[src/rtl/mcuic_pkg.sv]
// constants and types shared by the interrupt controller files
`default_nettype none
package mcuic_pkg;
   // register byte offsets on the apb slave
   localparam logic [11:0] INTCTL_OFF = 12'h000;
   localparam logic [11:0] OPTION_OFF = 12'h004;
   localparam logic [11:0] NVMCTL_OFF = 12'h008;
   localparam logic [11:0] STATUS_OFF = 12'h00C;
   // interrupt_control fields
   localparam int GIE_BIT       = 7;
   localparam int NVM_EN_BIT    = 6;
   localparam int TMR_EN_BIT    = 5;
   localparam int EXT_EN_BIT    = 4;
   localparam int PORT_EN_BIT   = 3;
   localparam int TMR_FLAG_BIT  = 2;
   localparam int EXT_FLAG_BIT  = 1;
   localparam int PORT_FLAG_BIT = 0;
   // option and nvm_control fields
   localparam int EDGE_SEL_BIT  = 6;
   localparam int NVM_FLAG_BIT  = 4;
   // status fields
   localparam int STAT_REQ_BIT   = 0;
   localparam int STAT_SLEEP_BIT = 1;
   localparam int STAT_ISR_BIT   = 2;
   localparam int STAT_PINS_LSB  = 4;
   // reset values
   localparam logic [7:0] INTCTL_RST = 8'h00;
   localparam logic [7:0] OPTION_RST = 8'hFF;
   localparam logic [7:0] NVMCTL_RST = 8'h00;
   // core side
   localparam int          PC_WIDTH    = 13;
   localparam logic [12:0] VECTOR_ADDR = 13'h0004;
   localparam int          NUM_SOURCES = 4;
   localparam int          LATENCY_MIN = 3;
   localparam int          LATENCY_MAX = 4;
   typedef enum logic {
      MCUIC_RUN   = 1'b0,
      MCUIC_SLEEP = 1'b1
   } mcuic_pwr_t;
endpackage : mcuic_pkg
`default_nettype wire

[src/rtl/mcuic_evt_if.sv]
// event signals between the pin synchroniser and the controller
`default_nettype none
interface mcuic_evt_if;
   logic       edge_sel;
   logic       ext_edge;
   logic       port_change;
   logic [3:0] port_now;
   modport det (input edge_sel, output ext_edge, output port_change, output port_now);
   modport ctl (output edge_sel, input ext_edge, input port_change, input port_now);
endinterface : mcuic_evt_if
`default_nettype wire

[src/rtl/mcuic_pin_sync.sv]
// pin synchronisers and edge / change detectors
`default_nettype none
module mcuic_pin_sync #(
   parameter int PORT_W = 4
) (
   // clock and reset
   input  wire logic              pclk,
   input  wire logic              presetn,
   // pins
   input  wire logic              ext_irq_pin,
   input  wire logic [PORT_W-1:0] port_b_pins,
   // detected events
   mcuic_evt_if.det               evt
);
   logic              ext_s1_q, ext_s2_q, ext_s3_q;
   logic [PORT_W-1:0] port_s1_q, port_s2_q, port_s3_q;

   always_ff @(posedge pclk or negedge presetn) begin
      if (!presetn) begin
         ext_s1_q  <= 1'b0;
         ext_s2_q  <= 1'b0;
         ext_s3_q  <= 1'b0;
         port_s1_q <= '0;
         port_s2_q <= '0;
         port_s3_q <= '0;
      end else begin
         ext_s1_q  <= ext_irq_pin;
         ext_s2_q  <= ext_s1_q;
         ext_s3_q  <= ext_s2_q;
         port_s1_q <= port_b_pins;
         port_s2_q <= port_s1_q;
         port_s3_q <= port_s2_q;
      end
   end

   assign evt.ext_edge    = evt.edge_sel ? (ext_s2_q & ~ext_s3_q) : (~ext_s2_q & ext_s3_q);
   assign evt.port_change = |(port_s2_q ^ port_s3_q);
   assign evt.port_now    = port_s2_q;
endmodule // mcuic_pin_sync
`default_nettype wire

[src/rtl/mcuic_top.sv]
// interrupt controller with apb registers, four sources and sleep wake-up
//
// What this block does
// - four sources: pin, timer, port, nvm
// - global enable gates every request
// - each source has own enable
// - reset clears global enable
// - return from isr sets global enable
// - accept: clear enable, push, vector 0004h
// - pin and port latency three-four cycles
// - flags stay set until software clears
// - pin edge polarity chosen by select bit
// - selected pin edge sets pin flag
// - pin enable at control bit four
// - pin wakes sleep only when enabled
// - timer rollover sets flag bit two
// - any port pin change sets flag bit zero
// - nvm write done sets nvm flag
// - only return address saved on entry
// - enabled source wakes regardless of global
`default_nettype none
module mcuic_top #(
   parameter int ADDR_W = 12
) (
   // clock and reset
   input  wire logic                         pclk,
   input  wire logic                         presetn,
   // apb slave
   input  wire logic                         psel,
   input  wire logic                         penable,
   input  wire logic                         pwrite,
   input  wire logic [ADDR_W-1:0]            paddr,
   input  wire logic [31:0]                  pwdata,
   output var  logic [31:0]                  prdata,
   output logic                              pready,
   output logic                              pslverr,
   // device pins
   input  wire logic                         ext_irq_pin,
   input  wire logic [3:0]                   port_b_pins,
   // peripheral events, one-cycle pulses
   input  wire logic                         timer_rollover,
   input  wire logic                         nvm_write_done,
   // core sequencer
   input  wire logic                         return_from_isr,
   input  wire logic                         sleep_enter,
   output logic                              irq_request,
   output logic                              vector_load,
   output logic                              push_return,
   output logic [mcuic_pkg::PC_WIDTH-1:0]    vector_addr,
   output logic                              wake_up,
   output logic                              sleeping
);
   ////////////////////////////////////////////////////////////////////////////
   mcuic_evt_if evt ();

   mcuic_pin_sync #(.PORT_W(4)) u_sync (
      .pclk        (pclk),
      .presetn     (presetn),
      .ext_irq_pin (ext_irq_pin),
      .port_b_pins (port_b_pins),
      .evt         (evt.det)
   );

   logic [7:0]           intctl_q, intctl_d;
   logic [7:0]           option_q;
   logic                 nvm_flag_q, nvm_flag_d;
   logic                 vec_q;
   logic                 wake_q;
   logic                 in_isr_q;
   logic [31:0]          rdata_q;
   mcuic_pkg::mcuic_pwr_t pwr_q;

   ////////////////////////////////////////////////////////////////////////////
   // apb decode; zero wait states, read data captured in the setup cycle
   function automatic logic hit(input logic [ADDR_W-1:0] a, input logic [11:0] off);
      hit = (a[ADDR_W-1:2] == off[ADDR_W-1:2]);
   endfunction

   wire setup_w    = psel & ~penable;
   wire wr_w       = psel & penable & pwrite;
   wire hit_int_w  = hit(paddr, mcuic_pkg::INTCTL_OFF);
   wire hit_opt_w  = hit(paddr, mcuic_pkg::OPTION_OFF);
   wire hit_nvm_w  = hit(paddr, mcuic_pkg::NVMCTL_OFF);
   wire hit_sta_w  = hit(paddr, mcuic_pkg::STATUS_OFF);
   wire mapped_w   = hit_int_w | hit_opt_w | hit_nvm_w | hit_sta_w;
   wire wr_int_w   = wr_w & hit_int_w;
   wire wr_opt_w   = wr_w & hit_opt_w;
   wire wr_nvm_w   = wr_w & hit_nvm_w;

   // every register is a plain flop, so no wait state is ever needed
   assign pready  = 1'b1;
   assign pslverr = psel & penable & ~mapped_w;
   assign prdata  = rdata_q;

   ////////////////////////////////////////////////////////////////////////////
   // source flags and enables
   wire gie_w      = intctl_q[mcuic_pkg::GIE_BIT];
   wire [3:0] flags_w = {nvm_flag_q, intctl_q[mcuic_pkg::TMR_FLAG_BIT],
                         intctl_q[mcuic_pkg::EXT_FLAG_BIT], intctl_q[mcuic_pkg::PORT_FLAG_BIT]};
   wire [3:0] enables_w = {intctl_q[mcuic_pkg::NVM_EN_BIT], intctl_q[mcuic_pkg::TMR_EN_BIT],
                           intctl_q[mcuic_pkg::EXT_EN_BIT], intctl_q[mcuic_pkg::PORT_EN_BIT]};
   wire pending_w  = |(flags_w & enables_w);
   wire req_w      = gie_w & pending_w;
   // core takes the vector only while running; in sleep it wakes first
   wire accept_w   = req_w & (pwr_q == mcuic_pkg::MCUIC_RUN) & ~vec_q;

   assign evt.edge_sel = option_q[mcuic_pkg::EDGE_SEL_BIT];

   // hardware sets beat software clears in the same cycle
   always_comb begin
      intctl_d = wr_int_w ? pwdata[7:0] : intctl_q;
      if (evt.ext_edge) begin
         intctl_d[mcuic_pkg::EXT_FLAG_BIT] = 1'b1;
      end
      if (timer_rollover) begin
         intctl_d[mcuic_pkg::TMR_FLAG_BIT] = 1'b1;
      end
      if (evt.port_change) begin
         intctl_d[mcuic_pkg::PORT_FLAG_BIT] = 1'b1;
      end
      if (return_from_isr) begin
         intctl_d[mcuic_pkg::GIE_BIT] = 1'b1;
      end
      if (accept_w) begin
         intctl_d[mcuic_pkg::GIE_BIT] = 1'b0;
      end
   end

   assign nvm_flag_d = nvm_write_done | (wr_nvm_w ? pwdata[mcuic_pkg::NVM_FLAG_BIT] : nvm_flag_q);

   ////////////////////////////////////////////////////////////////////////////
   // registers
   always_ff @(posedge pclk or negedge presetn) begin
      if (!presetn) begin
         intctl_q   <= mcuic_pkg::INTCTL_RST;
         option_q   <= mcuic_pkg::OPTION_RST;
         nvm_flag_q <= mcuic_pkg::NVMCTL_RST[mcuic_pkg::NVM_FLAG_BIT];
      end else begin
         intctl_q   <= intctl_d;
         nvm_flag_q <= nvm_flag_d;
         if (wr_opt_w) begin
            option_q <= pwdata[7:0];
         end
      end
   end

   always_ff @(posedge pclk or negedge presetn) begin
      if (!presetn) begin
         rdata_q <= 32'h0000_0000;
      end else if (setup_w) begin
         rdata_q <= 32'h0000_0000;
         if (hit_int_w) rdata_q[7:0] <= intctl_q;
         if (hit_opt_w) rdata_q[7:0] <= option_q;
         if (hit_nvm_w) rdata_q[mcuic_pkg::NVM_FLAG_BIT] <= nvm_flag_q;
         if (hit_sta_w) begin
            rdata_q[mcuic_pkg::STAT_REQ_BIT]   <= req_w;
            rdata_q[mcuic_pkg::STAT_SLEEP_BIT] <= (pwr_q == mcuic_pkg::MCUIC_SLEEP);
            rdata_q[mcuic_pkg::STAT_ISR_BIT]   <= in_isr_q;
            rdata_q[mcuic_pkg::STAT_PINS_LSB +: 4] <= evt.port_now;
         end
      end
   end

   ////////////////////////////////////////////////////////////////////////////
   // vectoring: one pulse, pc push and vector load together
   always_ff @(posedge pclk or negedge presetn) begin
      if (!presetn) begin
         vec_q    <= 1'b0;
         in_isr_q <= 1'b0;
      end else begin
         vec_q <= accept_w;
         if (accept_w) begin
            in_isr_q <= 1'b1;
         end else if (return_from_isr) begin
            in_isr_q <= 1'b0;
         end
      end
   end

   assign vector_load = vec_q;
   assign push_return = vec_q;
   assign vector_addr = vec_q ? mcuic_pkg::VECTOR_ADDR : '0;
   assign irq_request = req_w;

   ////////////////////////////////////////////////////////////////////////////
   // sleep and wake-up; pending at sleep entry makes the sleep a no-op
   always_ff @(posedge pclk or negedge presetn) begin
      if (!presetn) begin
         pwr_q  <= mcuic_pkg::MCUIC_RUN;
         wake_q <= 1'b0;
      end else begin
         wake_q <= 1'b0;
         unique case (pwr_q)
            mcuic_pkg::MCUIC_RUN: begin
               if (sleep_enter && !pending_w) begin
                  pwr_q <= mcuic_pkg::MCUIC_SLEEP;
               end
            end
            mcuic_pkg::MCUIC_SLEEP: begin
               if (pending_w) begin
                  pwr_q  <= mcuic_pkg::MCUIC_RUN;
                  wake_q <= 1'b1;
               end
            end
         endcase
      end
   end

   assign wake_up  = wake_q;
   assign sleeping = (pwr_q == mcuic_pkg::MCUIC_SLEEP);
endmodule // mcuic_top
`default_nettype wire
[config.mk]
export PLATFORM = sky130hd
export DESIGN_NAME = mcuic_top
export DESIGN_NICKNAME = d
export VERILOG_FILES = /design/src/rtl/mcuic_pkg.sv /design/src/rtl/mcuic_evt_if.sv /design/src/rtl/mcuic_pin_sync.sv /design/src/rtl/mcuic_top.sv
export SDC_FILE = /design/constraint.sdc
export NUM_CORES = 1
export LEC_CHECK = 0
export BUFFER_PORTS_ARGS = -buffer_cell sky130_fd_sc_hd__buf_2
export CAP_MARGIN = 10
export CORE_ASPECT_RATIO = 1.75
export CORE_MARGIN = 1
export CORE_UTILIZATION = 45
export CTS_BUF_LIST = sky130_fd_sc_hd__clkbuf_16
export CTS_CLUSTER_DIAMETER = 150
export DETAILED_ROUTE_END_ITERATION = 8
export PLACE_DENSITY = 0.8
export SYNTH_ARGS = -nofsm -noshare
export SYNTH_HDL_FRONTEND = slang
export SYNTH_SLANG_ARGS = --single-unit
[constraint.sdc]
create_clock -name pclk -period 1.6 [get_ports pclk]
set_clock_uncertainty 0.1 [all_clocks]
set_input_delay 0.16 -clock pclk [delete_from_list [all_inputs] [get_ports pclk]]
set_output_delay 0.16 -clock pclk [all_outputs]
set_load 0.02 [all_outputs]
Word level (Yosys, flattened, before mapping)
Cells that the tools add are included.
{ "totals": {"register_bits": 44, "inputBits": 58, "out_inout_bits": 52} }
{ "classes": {"bitwise": 24, "reduce_logical": 10, "n_eq_ne": 3, "muxes": 21} }
{ "op_table": {"columns": ["op", "n"], "rows": [
  ["2-to-1 mux 8 bit", 3],
  ["== test 10 x 2 -> 1 bit (second input constant)", 2],
  ["2-to-1 mux 1 bit", 14],
  ["bitwise AND 1 bit", 12],
  ["== test 10 x 1 -> 1 bit (second input constant)", 1],
  ["zero test 10 bit", 1],
  ["nonzero test 2 bit", 4],
  ["OR reduction 4 bit", 2],
  ["2-to-1 mux 3 bit", 2],
  ["NOT 1 bit", 6],
  ["bitwise AND 4 bit", 1],
  ["2-to-1 mux 4 bit", 1],
  ["OR 1 bit", 4],
  ["bitwise XOR 4 bit", 1],
  ["nonzero test 3 bit", 1],
  ["case mux 1 bit (2 select lines)", 1],
  ["logical AND 1 bit", 1],
  ["zero test 1 bit", 1]
]} }

Longest topological paths before layout
Gate-level depths: netlist (run 1).
{ "depth": {"depth_word": 6, "depth_mapped": 5, "depth_no_buf": 4} }

Modules after synthesis
From an unflattened synthesis (run 1), not the netlist that was laid out.
{ "hier_totals": {"cells_unflattened": 175, "area_unflattened_um2": 2144.6} }
{ "by_module_without_submodules": {"columns": ["module", "area_per_inst_um2", "seq_area_each_um2", "n_inst", "cells_each"], "rows": [
  ["mcuic_top", 1705.4, 735.7, 1, 152],
  ["mcuic_pin_sync", 439.2, 375.4, 1, 23]
]} }

Worst setup path before layout (run 1)
Ideal clock, no wire load.
{ "synth_timing": {"path_kind": "input -> register", "startpoint": "input port paddr[9]", "endpoint": "register option_q[0]", "path_buffers": 1, "stages": 5, "slack_ps": 86, "t_arrival_ps": 1329, "path_cell_list": "nor4_4 > nand3_1 > or2_1 > buf_2 > mux2_1"} }
{ "synth_between": {"elab_chain_len": 2} }
{ "synth_lines": {"columns": ["element", "line_no", "text"], "rows": [
  ["start, declared", "mcuic_top.sv:32", "input wire logic [ADDR_W-1:0] paddr,"],
  ["== test 10 x 1 -> 1 bit", "mcuic_top.sv:76", "hit = (a[ADDR_W-1:2] == off[ADDR_W-1:2]);"],
  ["bitwise AND 1 bit", "mcuic_top.sv:87", "wire wr_opt_w = wr_w & hit_opt_w;"],
  ["end signal, assigned", "mcuic_top.sv:136", "option_q <= mcuic_pkg::OPTION_RST;"],
  ["end signal, assigned", "mcuic_top.sv:142", "option_q <= pwdata[7:0];"],
  ["end, declared", "mcuic_top.sv:65", "logic [7:0] option_q;"]
]} }
Every way passes these cells.
A chain may end at the register's enable or synchronous reset.

Worst setup path in the final report (run 1)
{ "layout_timing": {"startpoint": "register intctl_q[3]", "endpoint": "output port irq_request"} }
{ "layout_between": {"elab_chain_len": 3} }
{ "layout_lines": {"columns": ["element", "line_no", "text"], "rows": [
  ["start, declared", "mcuic_top.sv:64", "logic [7:0] intctl_q, intctl_d;"],
  ["start signal, assigned", "mcuic_top.sv:135", "intctl_q <= mcuic_pkg::INTCTL_RST;"],
  ["start signal, assigned", "mcuic_top.sv:139", "intctl_q <= intctl_d;"],
  ["bitwise AND 4 bit", "mcuic_top.sv:102", "wire pending_w = |(flags_w & enables_w);"],
  ["OR reduction 4 bit", "mcuic_top.sv:102", null],
  ["bitwise AND 1 bit", "mcuic_top.sv:103", "wire req_w = gie_w & pending_w;"],
  ["end, declared", "mcuic_top.sv:46", "output logic irq_request,"]
]} }
Every way passes these cells.

==> metrics.md, run 1 <==
| Metric | Value |
|---|---|
| Worst-Skew Late Latency | `~0.28 ns` |
| Cell Area, Synth | `roughly 2100 sq um` |
| Reg power frac | `between 40% and 50%` |
| Switching Power | `~0.00056 W` |
| Depth of the most critical reg-to-reg path | `5` |
| Minimum clock period after layout | `between 1.5 and 2 ns` |
| CTS Sinks | `44` |
| Arrival time at the worst endpoint | `1.27 ns` |
| Endpoint class of the critical path | `primary output` |
| Vias/cell | `~5` |
| Final Cycle Share | `95.7%` |
| Multi-input gate area | `820 sq um` |
| Nets | `between 300 and 400` |
| Post-DP HPWL | `approximately 3.0 mm` |
| Top Ports | `110` |
| Post-synth EDFFs | `0` |
| Drt wl/cell | `around 13 um` |
| Gr usage total | `a little under a fifth` |
| Mean post-synth cell area | `11.3 sq um` |
| Placed cell areas | `approximately 2300 sq um` |
| Max Cap Violations | `0` |
| Sw Share | `between 20% and 30%` |
| Htree depth | `2` |
| Total area of sequential cells | `roughly 1100 sq um` |
| Fin. Hold Viols | `0` |
| Largest net degree at the start of global routing | `26` |
| Final setup violation count | `0` |
| First-pass GRT wire length | `approximately 6.4 mm` |
| Die W | `approximately 54 um` |
| Clock power share | `between 40% and 50%` |
| Total power | `about 0.0023 W` |
| Die area | `~5000 sq um` |
| Internal power | `between 0.0015 and 0.002 W` |
| Required @ worst endpoint | `1.34 ns` |
| CP Max Fanout | `3` |
| Final Slew Violations | `0` |
| WHS Path Cells | `3` |
| Clk root buf | `clkbuf_16` |
| Sequential fraction of the synthesis area | `between 50% and 60%` |
| Gate power share | `between 10% and 20%` |
| Most frequent cells in the layout | `46 x buf_2, 37 x conb_1, 36 x dfrtp_1` |
| Async set or reset register ratio after synthesis | `100%` |
| Drt drc | `0` |
| Row count | `32` |
| Post-synthesis cell count | `roughly 190` |
| Die height | `92.5 um` |
| Drt pass-1 iters | `4` |
| Drt total wl | `between 4 and 5 mm` |
| Core area | `approximately 4400 sq um` |
| Clock-pin slew on the worst setup and hold paths | `approximately 0.06 ns` |
| Pre-CTS WS | `-0.0931 ns` |
| #FFs+latches synth | `between 40 and 50` |
| Max frequency | `~650 MHz` |
| Most common flop cell mapped by yosys | `dfrtp_1` |
| Unique masters post-synth | `36` |
| FILL cells | `~400` |
| Placed Cells incl. Taps | `around 280` |
| Final non-filler cell total | `300` |
| Outcome | `finished clean` |
| Final worst slack | `0.0687 ns` |
| DRT iter0 DRCs | `24` |
| HP Class | `in -> reg` |
| Finished Cell Area | `2550 sq um` |
| Leak Pwr | `between 1 and 1.5 nW` |
| Diodes inserted | `0` |
| Area Overhead vs Synth | `21.0%` |
| Synth Warn # | `0` |
| Crit Path Category | `reg -> out` |
| Routed vias | `roughly 1500` |
| Clock Tree Buf Depth | `2` |
| PortBufs | `46` |
| Most common cell after layout, fill and taps aside | `buf_2` |
| CTS tree | `built` |
| Detail Route Antenna Nets | `0` |
| Share of cells above drive strength 1 | `between 30% and 40%` |
| VDD IR-drop max | `0.000664 V` |
| Initial Util | `a little under half` |
| Setup crit start kind | `flip-flop` |
| CTS Buf Count | `5` |
| Placer congestion estimate | `0.802` |
| GRT overflow | `0` |
| Antenna violations before repair | `0` |
| Vias in the first global route | `~1500` |
| PD cells | `around 900 nW/um^2` |
power by group through the flow:
stage / clock network, W / registers [W] / logic, W
2_1_floorplan: 0 / 0.00117 / 0.000195
3_3_place_gp: 0 / 0.00117 / 0.000220
3_5_place_dp: 0 / 0.00117 / 0.000225
4_1_cts: 0.000965 / 0.00115 / 0.000239
5_1_grt: 0.00100 / 0.00115 / 0.000263
6_report: 0.000949 / 0.00115 / 0.000239
registers in the layout, indices dropped and copies added (netlist names), 4 cells and up:
name,flops
intctl_q,8
option_q,8
prdata,8
u_sync.evt.port_now,4
u_sync.port_s1_q,4
u_sync.port_s3_q,4
repair_timing:
| item | CTS | global route |
|---|---|---|
| hold buffers | 7 | 0 |
| endpoints found under the hold margin | 22 | 0 |
| endpoints found under the setup margin | 1 | 1 |
| setup buffers | 1 | 0 |
| pin swaps | 1 | 1 |
| gates resized for setup | 0 | 3 |
Yosys cell counts (2+ instances only):
cell type  number  area share [%]
nor2b_1         6             1.8
mux2_1          8             4.3
nand2_1        13             2.3
inv_1           2            0.36
xor2_1          4             1.7
a21oi_1         2            0.48
conb_1          2            0.36
dfstp_2         8              10
a22oi_1         2            0.71
clkbuf_1        3            0.53
mux2_2          5             2.7
and2_1          2            0.59
nor2_1         14             2.5
nor4_4          2             2.0
o22ai_1         7             2.1
buf_4          39              14
and3_1          2            0.59
o31ai_1         8             2.9
dfrtp_1        36              43
mux2i_1         4             1.9
nand2b_1        2            0.59
worst paths after layout:
kind	from	to	slack, ns
hold reg to reg	u_sync.port_s1_q[0]$_DFF_PN0_	u_sync.evt.port_now[0]$_DFF_PN0_	0.25
setup / recovery	intctl_q[3]$_DFFE_PN0P_	irq_request	0.07
hold / removal	sleep_enter	sleeping$_DFF_PN0_	0.003
max in group asynchronous	presetn	option_q[6]$_DFFE_PN1P_	0.56
min in group asynchronous	presetn	intctl_q[4]$_DFFE_PN0P_	0.27
setup reg to reg	intctl_q[3]$_DFFE_PN0P_	intctl_q[7]$_DFFE_PN0P_	0.18
through the flow:
step	utilization [%]	hold WS, ns	TNS [ns]
after floorplan	-	-0.236	0
after global placement	52.2	0.0361	-0.263
after detailed placement	52.2	0.0490	-0.679
after CTS	57.1	0.00728	0
after global routing	57.4	0.0187	-0.00605
final	57.4	0.00278	0
critical path, stage by stage, from the launching register on:
cell and delay, ns:
dfrtp_1 0.40, a22oi_2 0.21, nand2_2 0.08, and2_1 0.15
buf_2 0.15
cells by family after synthesis:
logic type             count (synthesis)  share of synthesized area, %
other                                  2                         0.356
buffers and inverters                 46                          15.2
AND/OR/NAND/NOR                       50                          13.6
XOR/XNOR                               4                          1.66
multiplexers                          17                          8.85
AO/OA/AOI/OAI                         23                          7.60
flip-flops                            44                          52.7
final cells by class:
cell class | count | area share (%)
clock buffer | 5 | 4.91
clock inverter | 3 | 0.589
inverter | 2 | 0.294
multi-input combinational | 131 | 32.1
sequential | 44 | 43.6
tap | 51 | 2.50
timing repair buffer | 64 | 16.0
routing by layer:
metal | global-route usage [%] | wire [um] | vias up
met5 | 0 | 0 | -
met4 | 10.7 | 119 | 0
met3 | 3.94 | 208 | 10
met2 | 33.3 | 2320 | 68
met1 | 16.6 | 1350 | 715
li1 | - | - | 681
Note: power is estimated with default switching activity, not from simulation.
==> inputs of run 2 (changes only) <==
--- a/config.mk
+++ b/config.mk
@@ -5,11 +5,12 @@
 export SDC_FILE = /design/constraint.sdc
 export NUM_CORES = 1
 export LEC_CHECK = 0
+export ABC_AREA = 1
 export BUFFER_PORTS_ARGS = -buffer_cell sky130_fd_sc_hd__buf_2
 export CAP_MARGIN = 10
 export CORE_ASPECT_RATIO = 1.75
 export CORE_MARGIN = 1
-export CORE_UTILIZATION = 45
+export CORE_UTILIZATION = 47
 export CTS_BUF_LIST = sky130_fd_sc_hd__clkbuf_16
 export CTS_CLUSTER_DIAMETER = 150
 export DETAILED_ROUTE_END_ITERATION = 8
==> metrics.md, run 2 <==
| Metric | Value |
|---|---|
| Outcome | `finished clean` |
| CTS tree | `built` |
| Diodes inserted | `0 (unchanged)` |
| Antenna violations before repair | `0 (unchanged)` |
| CTS Sinks | `44 (unchanged)` |
| PD cells | `927 nW/um^2 (+1.0%)` |
| Vias/cell | `4.86 (-1.0%)` |
| Worst path depth | `5 (+1)` |
| Placed Cells incl. Taps | `356 (+25%)` |
| Fin. Hold Viols | `0 (unchanged)` |
| Cell Area, Synth | `2390 sq um (+14%)` |
| CTS Buf Count | `5 (unchanged)` |
| Top-area cell type share of the netlist area | `37.7% (-5.1 points)` |
| Max Cap Violations | `0 (unchanged)` |
| Final Cycle Share | `96.2% (+0.48 points)` |
| Yosys top cell by area | `dfrtp_1` |
| Mean post-synth cell area | `9.17 sq um (-19%)` |
| Row count | `34 (+6.3%)` |
| Required @ worst endpoint | `1.34 ns (about the same)` |
| Synth Warn # | `0 (unchanged)` |
| Worst-Skew Late Latency | `0.29 ns (about the same)` |
| Top cells by area, synth | `dfrtp_1 38%, buf_4 12%, dfstp_2 8.8%` |
| Crit Path Category | `reg -> out` |
| Post-synth EDFFs | `0 (unchanged)` |
| CP Buf/Inv Count | `1 (unchanged)` |
| Setup TNS | `0 ns (unchanged)` |
| FILL cells | `437 (+11%)` |
| Most frequent cell on the critical path | `nand2_1` |
| Post-DP HPWL | `3.32 mm (+9.6%)` |
| Post-CTS Repair Setup Buffers | `0 (-1)` |
| Drt pass-1 iters | `5 (+1)` |
| Share of cells above drive strength 1 | `32.1% (-0.84 points)` |
| Endpoint class of the critical path | `primary output` |
| Unique masters post-synth | `33 (-8.3%)` |
| Top-count cell post-synth | `nand2_1` |
| DRT iter0 DRCs | `66 (+180%)` |
| Worst path max stage delay | `0.42 ns (+0.02 ns)` |
| Post-synthesis cell count | `261 (+40%)` |
| Die W | `55.9 um (+4.1%)` |
| Final setup violation count | `0 (unchanged)` |
| Arrival time at the worst endpoint | `1.28 ns (about the same)` |
| Minimum clock period after layout | `1.54 ns (+0.00763 ns)` |
| PortBufs | `46 (unchanged)` |
| Initial Util | `48.5% (+1.1 points)` |
| Sequential fraction of the synthesis area | `46.4% (-6.3 points)` |
| Gr usage total | `18.3% (+0.17 points)` |
| CP Cell Sequence | `nand2_1 -> nand2_1 -> nor2_2 -> nor2_1 -> buf_2` |
| Setup crit start | `intctl_q[2]$_DFFE_PN0P_` |
| Clk root buf | `clkbuf_16` |
| Critical-path top delay cell | `dfrtp_1` |
| Area Overhead vs Synth | `17.3%` |
| Clock Tree Buf Depth | `2 (unchanged)` |
| Drt total wl | `4.61 mm (+15%)` |
| RR Startpoint | `intctl_q[2]$_DFFE_PN0P_` |
| Die area | `5390 sq um (+8.4%)` |
| CP Max Fanout | `4 (+1)` |
| Drt drc | `0 (unchanged)` |
| First-pass GRT wire length | `7.57 mm (+18%)` |
| Final Slew Violations | `0 (unchanged)` |
| Detail Route Antenna Nets | `0 (unchanged)` |
| Drt wl/cell | `12.3 um (-8.0%)` |
| Leak Pwr | `1.51 nW (+17%)` |
| Setup crit start kind | `flip-flop` |
| Routed vias | `1824 (+24%)` |
| Depth of the most critical reg-to-reg path | `7 (+2)` |
| Clock-pin slew on the worst setup and hold paths | `0.06 ns (about the same)` |
| Most common cell after layout, fill and taps aside | `nand2_1` |
| HP Class | `in -> reg` |
| Async set or reset register ratio after synthesis | `100% (unchanged)` |
| Max frequency | `650 MHz (-0.50%)` |
| Top Ports | `110 (unchanged)` |
| FF-to-FF End | `intctl_q[7]$_DFFE_PN0P_` |
| Placer congestion estimate | `0.903 (+13%)` |
| Most common flop cell mapped by yosys | `dfrtp_1` |
| Core area | `4930 sq um (+11%)` |
| VDD IR-drop max | `0.00102 V (+54%)` |
| R2R Setup Slk | `0.33 ns (+0.15 ns)` |
| Die height | `96.4 um (+4.2%)` |
| Crit path capture | `irq_request` |
| Synth top cells by count | `54 x nand2_1, 39 x buf_4, 36 x dfrtp_1` |
| Nets | `378 (+24%)` |
| Most frequent cells in the layout | `54 x nand2_1, 46 x buf_2, 37 x conb_1` |
| #FFs+latches synth | `44 (unchanged)` |
| Vias in the first global route | `1727 (+19%)` |
| Htree depth | `2 (unchanged)` |
| GRT overflow | `0 (unchanged)` |
| Final non-filler cell total | `375 (+25%)` |
| Delay-heaviest family, CP | `simple AND/OR/NAND/NOR gates` |
| RSZ-0062 raised after global routing | `false` |
| Largest net degree at the start of global routing | `41 (+58%)` |
[run 2: changes by cell type in the layout (fill, tap and decap cells not counted), sizes merged, moves of 8 or more]
cell	previous run	this run
mux2	13	0
nand2	13	56
o21ai	0	16
o31ai	8	0
nand3	1	28
inv	3	25
[run 2: cells by family after synthesis]
| family | Yosys count | synth area share, % |
|---|---|---|
| AOI/OAI and AO/OA | 23 | 7.58 |
| DFF | 44 | 46.4 |
| and+or+nand+nor | 117 | 25.5 |
| other | 2 | 0.314 |
| buffers and inverters | 71 | 18.7 |
| xor gates and xnor gates | 4 | 1.46 |
[run 2: cell type report]
class	instances	area (sq um)	share of cell area [%]
sequential	44	1110	39.6
clock inverter	3	42.5	1.52
multi-input combinational	181	968	34.5
timing repair buffer	63	398	14.2
inverter	25	93.8	3.34
tap	54	67.6	2.41
clock buffer	5	125	4.46
[run 2: tightest hold or removal path, stage by stage]
cell and delay [ns]:
buf_2 0.09, nand2_1 0.05, nand3b_1 0.07
[run 2: metrics by stage]
step	util [%]	power [W]	instance area (sq um)	hold WS, ns	setup slack [ns]
2_1_floorplan	-	0.00141	2520	-0.236	0.247
3_3_place_gp	51.2	0.00144	2530	-0.116	0.196
3_5_place_dp	51.2	0.00144	2530	-0.113	0.150
4_1_cts	56.8	0.00261	2800	0.0176	0.00000810
5_1_grt	56.9	0.00269	2810	0.0354	0.00527
6_report	56.9	0.00260	2810	0.0119	0.0611
[run 2: metal layers]
layer	vias up	routed length, um	track usage (%)
li1	880	-	-
met1	840	1750	19.3
met2	91	2480	34.4
met3	13	239	3.06
met4	0	136	10.2
met5	-	0	0
[run 2: power by group]
group | total [W] | switching (W) | internal, W | leakage [nW]
registers | 0.00116 | 0.0000165 | 0.00114 | 0.520
clock network | 0.00116 | 0.000422 | 0.000733 | 0.0814
logic | 0.000288 | 0.000198 | 0.0000898 | 0.913
total | 0.00260 | 0.000637 | 0.00196 | 1.51
[run 2: timing repair]
| item | CTS | global route |
|---|---|---|
| setup endpoints to repair | 0 | 1 |
| resized for setup | 0 | 1 |
| hold buffers | 11 | 0 |
| hold endpoints to repair | 46 | 0 |
[run 2: worst min path at each step]
stage / endpoint / start / cells after the start / slack, ns
after detailed placement: u_sync.port_s1_q[1]$_DFF_PN0_ / presetn / 1 / -0.11
after CTS: nvm_flag_q$_DFF_PN0_ / pwdata[4] / 3 / 0.02
after floorplan: in_isr_q$_DFFE_PN0P_ / presetn / 0 / -0.24
final: nvm_flag_q$_DFF_PN0_ / pwdata[4] / 3 / 0.01
after global placement: u_sync.port_s1_q[1]$_DFF_PN0_ / presetn / 1 / -0.12
after global routing: option_q[5]$_DFFE_PN1P_ / pwdata[5] / 3 / 0.04
==> inputs of run 3 (changes only) <==
--- a/config.mk
+++ b/config.mk
@@ -8,13 +8,15 @@
 export ABC_AREA = 1
 export BUFFER_PORTS_ARGS = -buffer_cell sky130_fd_sc_hd__buf_2
 export CAP_MARGIN = 10
+export CELL_PAD_IN_SITES_DETAIL_PLACEMENT = 1
+export CELL_PAD_IN_SITES_GLOBAL_PLACEMENT = 1
 export CORE_ASPECT_RATIO = 1.75
-export CORE_MARGIN = 1
-export CORE_UTILIZATION = 47
+export CORE_UTILIZATION = 34
 export CTS_BUF_LIST = sky130_fd_sc_hd__clkbuf_16
 export CTS_CLUSTER_DIAMETER = 150
 export DETAILED_ROUTE_END_ITERATION = 8
-export PLACE_DENSITY = 0.8
+export GPL_ROUTABILITY_DRIVEN = 0
+export PLACE_DENSITY = 0.81
 export SYNTH_ARGS = -nofsm -noshare
 export SYNTH_HDL_FRONTEND = slang
 export SYNTH_SLANG_ARGS = --single-unit
==> metrics.md, run 3 (synthesis gave the netlist of run 2 again) <==
| Metric | Value |
|---|---|
| Crit Path Category | `reg -> out` |
| Routed vias | `1805 (-1.0%)` |
| Post-DP HPWL | `3.96 mm (+19%)` |
| Row count | `40 (+18%)` |
| First-pass GRT wire length | `8.76 mm (+16%)` |
| Clock Tree Buf Depth | `2 (unchanged)` |
| Outcome | `finished clean` |
| Drt pass-1 iters | `4 (-1)` |
| Antenna violations before repair | `0 (unchanged)` |
| Required @ worst endpoint | `1.34 ns (about the same)` |
| Clk root buf | `clkbuf_16` |
| Nets | `377 (-0.26%)` |
| CTS tree | `built` |
| R2R Setup Slk | `0.27 ns (-0.06 ns)` |
| Slew HR | `between 60 and 70%` |
| GRT overflow | `0 (unchanged)` |
| Max Cap Violations | `0 (unchanged)` |
| Arrival time at the worst endpoint | `1.28 ns (about the same)` |
| Largest net degree at the start of global routing | `45 (+9.8%)` |
| Vias in the first global route | `1826 (+5.7%)` |
| Worst-Skew Late Latency | `0.28 ns (about the same)` |
| Final setup violation count | `0 (unchanged)` |
| Clock-pin slew on the worst setup and hold paths | `0.06 ns (about the same)` |
| Die W | `65.4 um (+17%)` |
| Die height | `113 um (+17%)` |
| Top Ports | `110 (unchanged)` |
| Placed Cells incl. Taps | `387 (+8.7%)` |
| Htree depth | `2 (unchanged)` |
| Most common cell after layout, fill and taps aside | `nand2_1` |
| CTS Sinks | `44 (unchanged)` |
| Vias/cell | `4.47 (-8.1%)` |
| Setup crit start kind | `flip-flop` |
| Depth of the most critical reg-to-reg path | `7 (unchanged)` |
| VDD IR-drop max | `0.000602 V (-41%)` |
| Leak Pwr | `1.51 nW (-0.50%)` |
| Diodes inserted | `0 (unchanged)` |
| Die area | `7390 sq um (+37%)` |
| RSZ-0062 raised after global routing | `false` |
| Worst-Margin Slew | `~0.54 ns` |
| Final non-filler cell total | `404 (+7.7%)` |
| Finished Cell Area | `2830 sq um (+0.71%)` |
| Gr usage total | `15.8% (-2.5 points)` |
| Minimum clock period after layout | `1.54 ns (-0.00218 ns)` |
| Setup TNS | `0 ns (unchanged)` |
| CTS Buf Count | `5 (unchanged)` |
| Placed cell areas | `2560 sq um (+1.3%)` |
| Fin util | `41.2% (-16 points)` |
| HP Class | `in -> reg` |
| Most frequent cells in the layout | `54 x nand2_1, 45 x buf_2, 37 x conb_1` |
| Core area | `6860 sq um (+39%)` |
| Detail Route Antenna Nets | `0 (unchanged)` |
| Drt total wl | `5.20 mm (+13%)` |
| Max frequency | `651 MHz (+0.14%)` |
| Final Cycle Share | `96.0% (-0.14 points)` |
| Share of cells above drive strength 1 | `32.8% (+0.73 points)` |
| WHS Path Cells | `3 (unchanged)` |
| Area Overhead vs Synth | `18.1%` |
| Endpoint class of the critical path | `primary output` |
| Initial Util | `34.9% (-14 points)` |
| DRT iter0 DRCs | `66 (unchanged)` |
| Drt wl/cell | `12.9 um (+4.7%)` |
| CP Max Fanout | `3 (-1)` |
| Final Slew Violations | `0 (unchanged)` |
| Fin. Hold Viols | `0 (unchanged)` |
| PortBufs | `46 (unchanged)` |
| PD cells | `915 nW/um^2 (-1.3%)` |
| Drt drc | `0 (unchanged)` |
==> run 3: area by class of cell <==
type | count | area (sq um)
clock buffers | 5 | 125
clock inverters | 3 | 42.5
fillers | 830 | 4030
inverters | 25 | 93.8
multi-input cells | 181 | 973
flip-flops and latches | 44 | 1110
well taps | 84 | 105
repair buffers | 62 | 375
==> run 3: worst max-delay path: stages (launching register included) <==
cell     delay (ns)
dfrtp_1        0.41
nand2_1        0.08
nand2_1        0.12
nor2_4         0.05
nor2_1         0.15
buf_4          0.18
==> run 3: what timing repair did <==
action                                  CTS  global route
setup buffers                             0             0
resized for setup                         1             2
endpoints found under the setup margin    1             1
hold buffers                              9             0
endpoints found under the hold margin    44             0
==> run 3: worst paths after layout <==
| check | startpoint | endpoint |
|---|---|---|
| min in group asynchronous | presetn | u_sync.port_s3_q[1]$_DFF_PN0_ |
| hold reg to reg | u_sync.ext_s1_q$_DFF_PN0_ | u_sync.ext_s2_q$_DFF_PN0_ |
| setup / recovery | nvm_flag_q$_DFF_PN0_ | irq_request |
| max in group asynchronous | presetn | option_q[0]$_DFFE_PN1P_ |
| setup reg to reg | nvm_flag_q$_DFF_PN0_ | intctl_q[7]$_DFFE_PN0P_ |
| hold / removal | pwdata[2] | option_q[2]$_DFFE_PN1P_ |
==> run 3: through the flow <==
| stage | hold slack (ns) | power (W) | setup WS (ns) |
|---|---|---|---|
| finish | 0.00174 | 0.00259 | 0.0633 |
| global route | 0.0141 | 0.00270 | 0.00699 |
| CTS | 0.00180 | 0.00262 | 0.0516 |
| detailed placement | 0.169 | 0.00144 | 0.192 |
| global placement | 0.154 | 0.00144 | 0.237 |
| floorplan | -0.236 | 0.00141 | 0.247 |
==> run 3: routing by layer <==
layer / up-vias / GRT usage (%) / routed length [um]
met5: - / 0 / 0
li1: 869 / - / -
met4: 0 / 8.70 / 182
met3: 10 / 3.13 / 226
met1: 863 / 15.9 / 1840
met2: 63 / 29.3 / 2960
==> run 3: where the power goes <==
group | internal, W | switching (W)
clock | 0.000733 | 0.000414
sequential | 0.00114 | 0.0000159
combinational | 0.0000824 | 0.000201
total | 0.00196 | 0.000630
